$ cat config.mk
export PLATFORM = sky130hd
export DESIGN_NAME = pulse_gen
export DESIGN_NICKNAME = d
export VERILOG_FILES = /design/src/pulse_gen.sv
export SDC_FILE = /design/constraint.sdc
export NUM_CORES = 1
export LEC_CHECK = 0
export ABC_CLOCK_PERIOD_IN_PS = 6650
export BUFFER_PORTS_ARGS = -buffer_cell sky130_fd_sc_hd__clkbuf_2
export CAP_MARGIN = 20
export CORE_ASPECT_RATIO = 1.5
export CORE_UTILIZATION = 60
export CTS_CLUSTER_SIZE = 10
export DETAILED_ROUTE_END_ITERATION = 10
export GPL_ROUTABILITY_DRIVEN = 0
export PLACE_DENSITY_LB_ADDON = 0.2
export SLEW_MARGIN = 25
export SYNTH_ARGS = -nofsm -noshare
export SYNTH_HDL_FRONTEND = slang
export SYNTH_SLANG_ARGS = --single-unit
export TNS_END_PERCENT = 10
$ cat constraint.sdc
create_clock -name clk_i -period 6.65 [get_ports clk_i]
set_input_delay 0.3325 -clock clk_i [delete_from_list [all_inputs] [get_ports clk_i]]
set_output_delay 0.3325 -clock clk_i [all_outputs]
set_load 0.01 [all_outputs]
$ cat src/pulse_gen.sv
// Shared test pulse timer: discrepancy step tick, sample strobe and low pulse window
`timescale 1ns/1ps
module pulse_gen (
  // Clock and reset
  input wire logic clk_i,
  input wire logic resetn_i,
  // Timing outputs
  output logic pulse_o,
  output logic sample_o,
  output logic step_o,
  // Pulse, period and step counts
  input wire logic [31:0] pulse_i,
  input wire logic [31:0] period_i,
  input wire logic [31:0] step_i
);
  logic [31:0] cnt_r;
  logic [31:0] step_cnt_r;

  // Period counter, pulse in the first PULSE_CYC cycles
  always_ff @(posedge clk_i or negedge resetn_i) begin
    if (!resetn_i) begin
      cnt_r <= 32'h0;
    end else if (cnt_r >= period_i - 32'h1) begin
      cnt_r <= 32'h0;
    end else begin
      cnt_r <= cnt_r + 32'h1;
    end
  end

  // Discrepancy time base
  always_ff @(posedge clk_i or negedge resetn_i) begin
    if (!resetn_i) begin
      step_cnt_r <= 32'h0;
    end else if (step_cnt_r >= step_i - 32'h1) begin
      step_cnt_r <= 32'h0;
    end else begin
      step_cnt_r <= step_cnt_r + 32'h1;
    end
  end

  // Pulse window; sample near its end after lines settle
  assign pulse_o = (cnt_r < pulse_i);
  assign sample_o = (cnt_r == pulse_i - 32'h1);
  assign step_o = (step_cnt_r == 32'h0);
endmodule : pulse_gen

==> results of run 1 <==
==> metrics by stage <==
step | util | instances
floorplan | - | 883
global placement | 0.6695 | 1125
detailed placement | 0.6695 | 1125
CTS | 0.6925 | 1140
global route | 0.6925 | 1140
finish | 0.6925 | 1140
==> how the worst max path moves through the flow <==
stage | startpoint | to | slack (ns) | depth (start not counted)
after floorplan | step_i[5] | step_cnt_r[2] | 2.27 | 16
after CTS | period_i[3] | cnt_r[23] | 2.13 | 18
after detailed placement | period_i[3] | cnt_r[12] | 1.80 | 18
after global routing | period_i[3] | cnt_r[18] | 1.70 | 18
final | period_i[3] | cnt_r[9] | 2.16 | 18
after global placement | period_i[3] | cnt_r[2] | 1.87 | 18
==> cell families (layout without fill, tap and decap cells) <==
logic type | count (synthesis) | count (layout) | share of synthesized area
AND/OR/NAND/NOR | 377 | 377 | 0.2763
XOR/XNOR | 158 | 158 | 0.1897
buffers and inverters | 61 | 165 | 0.03156
AO/OA/AOI/OAI | 118 | 118 | 0.1038
adder cells (fa/ha/maj) | 102 | 102 | 0.1750
multiplexers | 3 | 3 | 0.004117
flip-flops | 64 | 64 | 0.2196
==> synth_stat cells (13+ instances only) <==
library cell | count | share of area
xnor2_1 | 102 | 0.12
nor2_1 | 88 | 0.045
a21o_1 | 29 | 0.030
clkbuf_1 | 13 | 0.0067
ha_1 | 102 | 0.17
o21ai_0 | 27 | 0.019
nor3_1 | 31 | 0.021
or3_1 | 15 | 0.013
nand4_1 | 35 | 0.030
nand2_1 | 53 | 0.027
nand3_1 | 38 | 0.026
nor4_1 | 27 | 0.023
dfrtp_1 | 64 | 0.22
a21oi_1 | 28 | 0.019
xor2_1 | 56 | 0.067
and2_1 | 38 | 0.033
inv_1 | 47 | 0.024
==> registers in the layout, indices dropped and copies added, names as in the netlist <==
register / cells
step_cnt_r: 32
cnt_r: 32
==> layout make-up <==
class                   count  area (um2)  area share
clock buffers              12       256.5     0.03114
clock inverters             3       17.52    0.002127
inverters                  47       176.4     0.02142
multi-input cells         758        5470      0.6641
flip-flops and latches     64        1602      0.1944
well taps                 153       191.4     0.02324
repair buffers            103       523.0     0.06350
==> per-layer routing <==
metal,track usage,share of wire,up-vias
met2,0.5149,0.51,166
met1,0.3042,0.41,3030
met4,0.1563,0.047,0
met3,0.02556,0.031,54
li1,-,-,3367
met5,0,0,-
==> power groups by stage <==
| stage | logic (mW) | clock network [mW] | registers [mW] |
|---|---|---|---|
| after floorplan | 0.0818 | 0 | 0.397 |
| after global placement | 0.154 | 0 | 0.397 |
| after detailed placement | 0.157 | 0 | 0.397 |
| after CTS | 0.158 | 0.434 | 0.390 |
| after global routing | 0.178 | 0.459 | 0.390 |
| final | 0.157 | 0.427 | 0.390 |
==> metrics.cfg, run 1 <==
[routing]
wirelength_um=16510
first_pass_iters=4
viasPerCell=5.804
ant_nets=0
routedWlPerCell_um=14.48
vias=6617
drt_iter0_markers=261
drc=0

[synth]
synth_edf_count=0
syn-cell-area_um2=7294
synthArstFlopShare=1.000
avgSynthCellArea_um2=8.261
synth.yosys.seq_area_share=0.2196
synth_seq_cells=64
yosysWarningCount=0
synthCells=883
synth_flop_cell=dfrtp_1
syn_nets=1083
synth_cell_types=47

[global_route]
grt_max_degree=65
grt_usage=0.2762
antenna_found_initial=0
first_global_vias=6510
grt_pass1_wl_um=28010
gr-total-overflow=0

[sta]
hold_ws_ns=0.1645
rsz0062_at_grt=false
hold_viol=0
slew_viol_final=0
setup_ws_ns=2.155
slew_headroom=0.4689
min_period_over_period=0.6759
worst_slew_pin_slew_ns=0.7967
setup_viol=0
fin_tns_setup_ns=0
fin_skew_ns=0.005599
fmax_ghz=0.2225
period_minus_slack_ns=4.495

[job]
cap_violations=0

[place]
io_buffers=100
place_hpwl_um=13600
pre_cts_ws_ns=1.802
placed_cell_area_um2=7963

[pwr]
combPwrFrac=0.161
p_sw_mw=0.2470
ir_drop_v=0.0001238
seqPwrFrac=0.400
internal-power_mw=0.7272
clkPwrFrac=0.438
leakagePower_nw=3.927
totalPowerFinal_mw=0.9742
switching_share=0.2536
power_density_nw_per_um2=118.3

[worst_setup_path]
crit_slowest_cell=nor4_1
reg2reg_from=cnt_r[17]
slowest_delay_ns=0.57
crit_path_end_kind=flip-flop
path_buf_inv=2
crit_required_ns=6.90
r2r-end=cnt_r[9]
cpMostUsedCell=nor2_1
cp-start-kind=input port
crit_family=simple AND/OR/NAND/NOR gates
critPathMaxFanout=32
crit_chain=clkbuf_2 > nor4_1 > nand3_1 > nor4_1 > nand2_1 > or3_1 > nor2_1 > xnor2_1 > ha_1 > a21o_1 > a21o_1 > a21oi_1 > nor2_1 > a2111oi_0 > nor2_1 > a311o_1 > buf_4 > nor2_1
reg2regPathDepth=10
crit_arrival_ns=4.74
critPathKind=in -> reg
r2r_slack_ns=3.77

[hold_path]
hp-class=in -> async

[clock_tree]
cts_tree=yes
worstSkewPairLatency_ns=0.32
clkTransAtPathRegs_ns=0.05
cts_setup_buffers=0
cts-root-buf=clkbuf_16
cts_resized=0
cts_max_path_buffers=2
cts_hold_buf=0
cts.sinks=64
numCtsBuffers=9
htreeDepth=3

[final_layout]
layout-drive-gt1-share=0.1317
diodes=0
final_area_um2=8237
syn_to_final_growth_pct=12.92
num-fill-cells=1023
layout_common_cells=102 x xnor2_1, 102 x ha_1, 100 x clkbuf_2
nets=1183

[floorplanning]
coreArea_um2=11890
initial_core_util=0.6133
die_w_um=92.03
die_area_um2=12610
ios=101
placementRows=49
die_h_um=137.0

[status]
status=finished clean

Note: power is estimated with default switching activity, not from simulation.
==> run 2, diff against run 1 <==
ABC_AREA = 1   (was not set)
ABC_CLOCK_PERIOD_IN_PS = 3980   (was 6650)
CORE_UTILIZATION = 55   (was 60)
clock period = 3.98 ns   (was 6.65 ns; I/O delays follow)
==> metrics.cfg, run 2 <==
[status]
status=complete, but fails checks
violations=negative hold slack

[sta]
hold_ws_ns=-0.007385
fin_skew_ns=0.006139
period_minus_slack_ns=3.104
fin_tns_setup_ns=0
setup_viol=0
slew_headroom=0.3799
worst_slew_pin_slew_ns=0.9302
fmax_ghz=0.3221
rsz0062_at_grt=false
hold_viol=8
slew_viol_final=0
min_period_over_period=0.7800

[final_layout]
top_regs=cnt_r x32, step_cnt_r x32
nets=1554
final_area_um2=9387
layout_common_cells=232 x nand2_1, 219 x nor2_1, 169 x inv_1
num-fill-cells=1442
final_cells=1555
diodes=0
final_common_cell=nand2_1
layout-drive-gt1-share=0.1214
syn_to_final_growth_pct=12.25

[synth]
synth.yosys.seq_area_share=0.1915
syn-cell-area_um2=8362
synthCells=1247
synth_top_cell_by_area=dfrtp_1
netlist_top_cells_area=dfrtp_1 19%, ha_1 15%, nand2_1 10%, xor2_1 10%, nor2_1 9.8%
synth_top_cell_area_share=0.1915
yosysWarningCount=0
synth_flop_cell=dfrtp_1
synth_common_cells=232 x nand2_1, 219 x nor2_1, 169 x inv_1
syn_nets=1447
avgSynthCellArea_um2=6.706
synth_edf_count=0
synth_seq_cells=64
synthArstFlopShare=1.000
synth_cell_types=40
yosysMostFrequentCell=nand2_1

[clock_tree]
numCtsBuffers=9
cts-root-buf=clkbuf_16
htreeDepth=3
cts_hold_buf=0
clkTransAtPathRegs_ns=0.05
cts.sinks=64
cts_setup_buffers=0
cts_max_path_buffers=2
cts_resized=0
cts_tree=yes
worstSkewPairLatency_ns=0.34

[routing]
viasPerCell=5.389
vias=8380
drt_iter0_markers=270
drc=0
ant_nets=0
routedWlPerCell_um=13.84
first_pass_iters=5
wirelength_um=21520

[global_route]
use_met1=0.2977
gr-total-overflow=0
grt_usage=0.2977
grt_max_degree=37
grt_util_met2=0.5467
antenna_found_initial=0
use_met3=0.04710
grt_pass1_wl_um=36560
first_global_vias=8218
grt.busiest_layer=met2

[floorplanning]
initial_core_util=0.5677
coreArea_um2=14730
ios=101
die_h_um=153.0
die_area_um2=15710
die_w_um=102.7
placementRows=54

[worst_setup_path]
critPathMaxFanout=32
crit_arrival_ns=3.32
crit_chain=clkbuf_2 > inv_1 > ha_1 > nand4_1 > inv_1 > nand2_1 > nor2_1 > nand3_1 > nor4_1 > nand2_1 > xor2_1 > ha_1 > nand2_1 > inv_1 > nand3_1 > inv_1 > nand2_1 > nor4_1 > buf_4 > nand4_1 > nand3_1 > buf_12 > nor2_1
crit_path_end_kind=flip-flop
crit_slowest_cell=ha_1
crit_family=simple AND/OR/NAND/NOR gates
path_buf_inv=7
slowest_delay_ns=0.27
critPathKind=in -> reg
cp-start-kind=input port
crit_required_ns=4.20

[job]
cap_violations=0

[pwr]
ir_drop_v=0.0002075
leakagePower_nw=4.764
power_density_nw_per_um2=179.2

[place]
place_hpwl_um=18170
placed_cell_area_um2=9120
dp_cells=1539
io_buffers=100

[hold_path]
hp-class=in -> async

run 2: cell types whose count changed after synthesis, moves of 31 or more:
cell and delta:
xor2_1 +40, and2_1 -38, inv_1 +122, nand2_1 +179, nor2_1 +131, nand3_1 +31, xnor2_1 -62
run 2: logic make-up (layout without fill, tap and decap cells):
group,Yosys count,in the layout,share of synthesized area
AOI/OAI and AO/OA,95,95,0.06060
xor gates and xnor gates,136,136,0.1425
buffers and inverters,181,293,0.08215
adders and majority gates,102,102,0.1526
and+or+nand+nor,669,669,0.3706
DFF,64,64,0.1915
run 2: metal layers:
metal / wire length (um) / part of all wire
met1: 7900 / 0.37
met2: 11550 / 0.54
met3: 694 / 0.032
met4: 1372 / 0.064
met5: 0 / 0
run 2: final timing paths:
check                              start              to  slack (ns)  cells past startpoint
setup / recovery               step_i[0]  step_cnt_r[23]        0.88                     23
hold / removal                  resetn_i   step_cnt_r[1]      -0.007                      1
setup reg to reg                cnt_r[7]        cnt_r[5]        1.48                     11
hold reg to reg            step_cnt_r[0]   step_cnt_r[0]        0.50                      1
max in group asynchronous       resetn_i       cnt_r[22]        3.06                      2
min in group clk_i         step_cnt_r[0]   step_cnt_r[0]        0.50                      1
run 2: power breakdown:
part	total, mW	switching, mW	internal, mW
clock network	0.721	0.288	0.434
logic	0.310	0.190	0.120
registers	0.651	0.000127	0.651
run 2: final cells by class:
| class | count | area [um2] | area share |
|---|---|---|---|
| inverters | 171 | 641.9 | 0.06838 |
| well taps | 196 | 245.2 | 0.02613 |
| clock buffers | 12 | 246.5 | 0.02626 |
| clock inverters | 4 | 20.02 | 0.002133 |
| flip-flops and latches | 64 | 1602 | 0.1706 |
| repair buffers | 106 | 558.0 | 0.05945 |
| multi-input cells | 1002 | 6073 | 0.6470 |
run 2: stage by stage:
stage	hold slack [ns]	setup WS (ns)	utilization	power [mW]
3_3_place_gp	0.3677	0.6674	0.6192	0.9662
2_1_floorplan	-0.09659	1.169	-	0.8377
6_report	-0.007385	0.8757	0.6373	1.682
4_1_cts	0.01808	0.8937	0.6373	1.688
5_1_grt	0.05429	0.4322	0.6373	1.760
3_5_place_dp	0.3802	0.5431	0.6192	0.9731
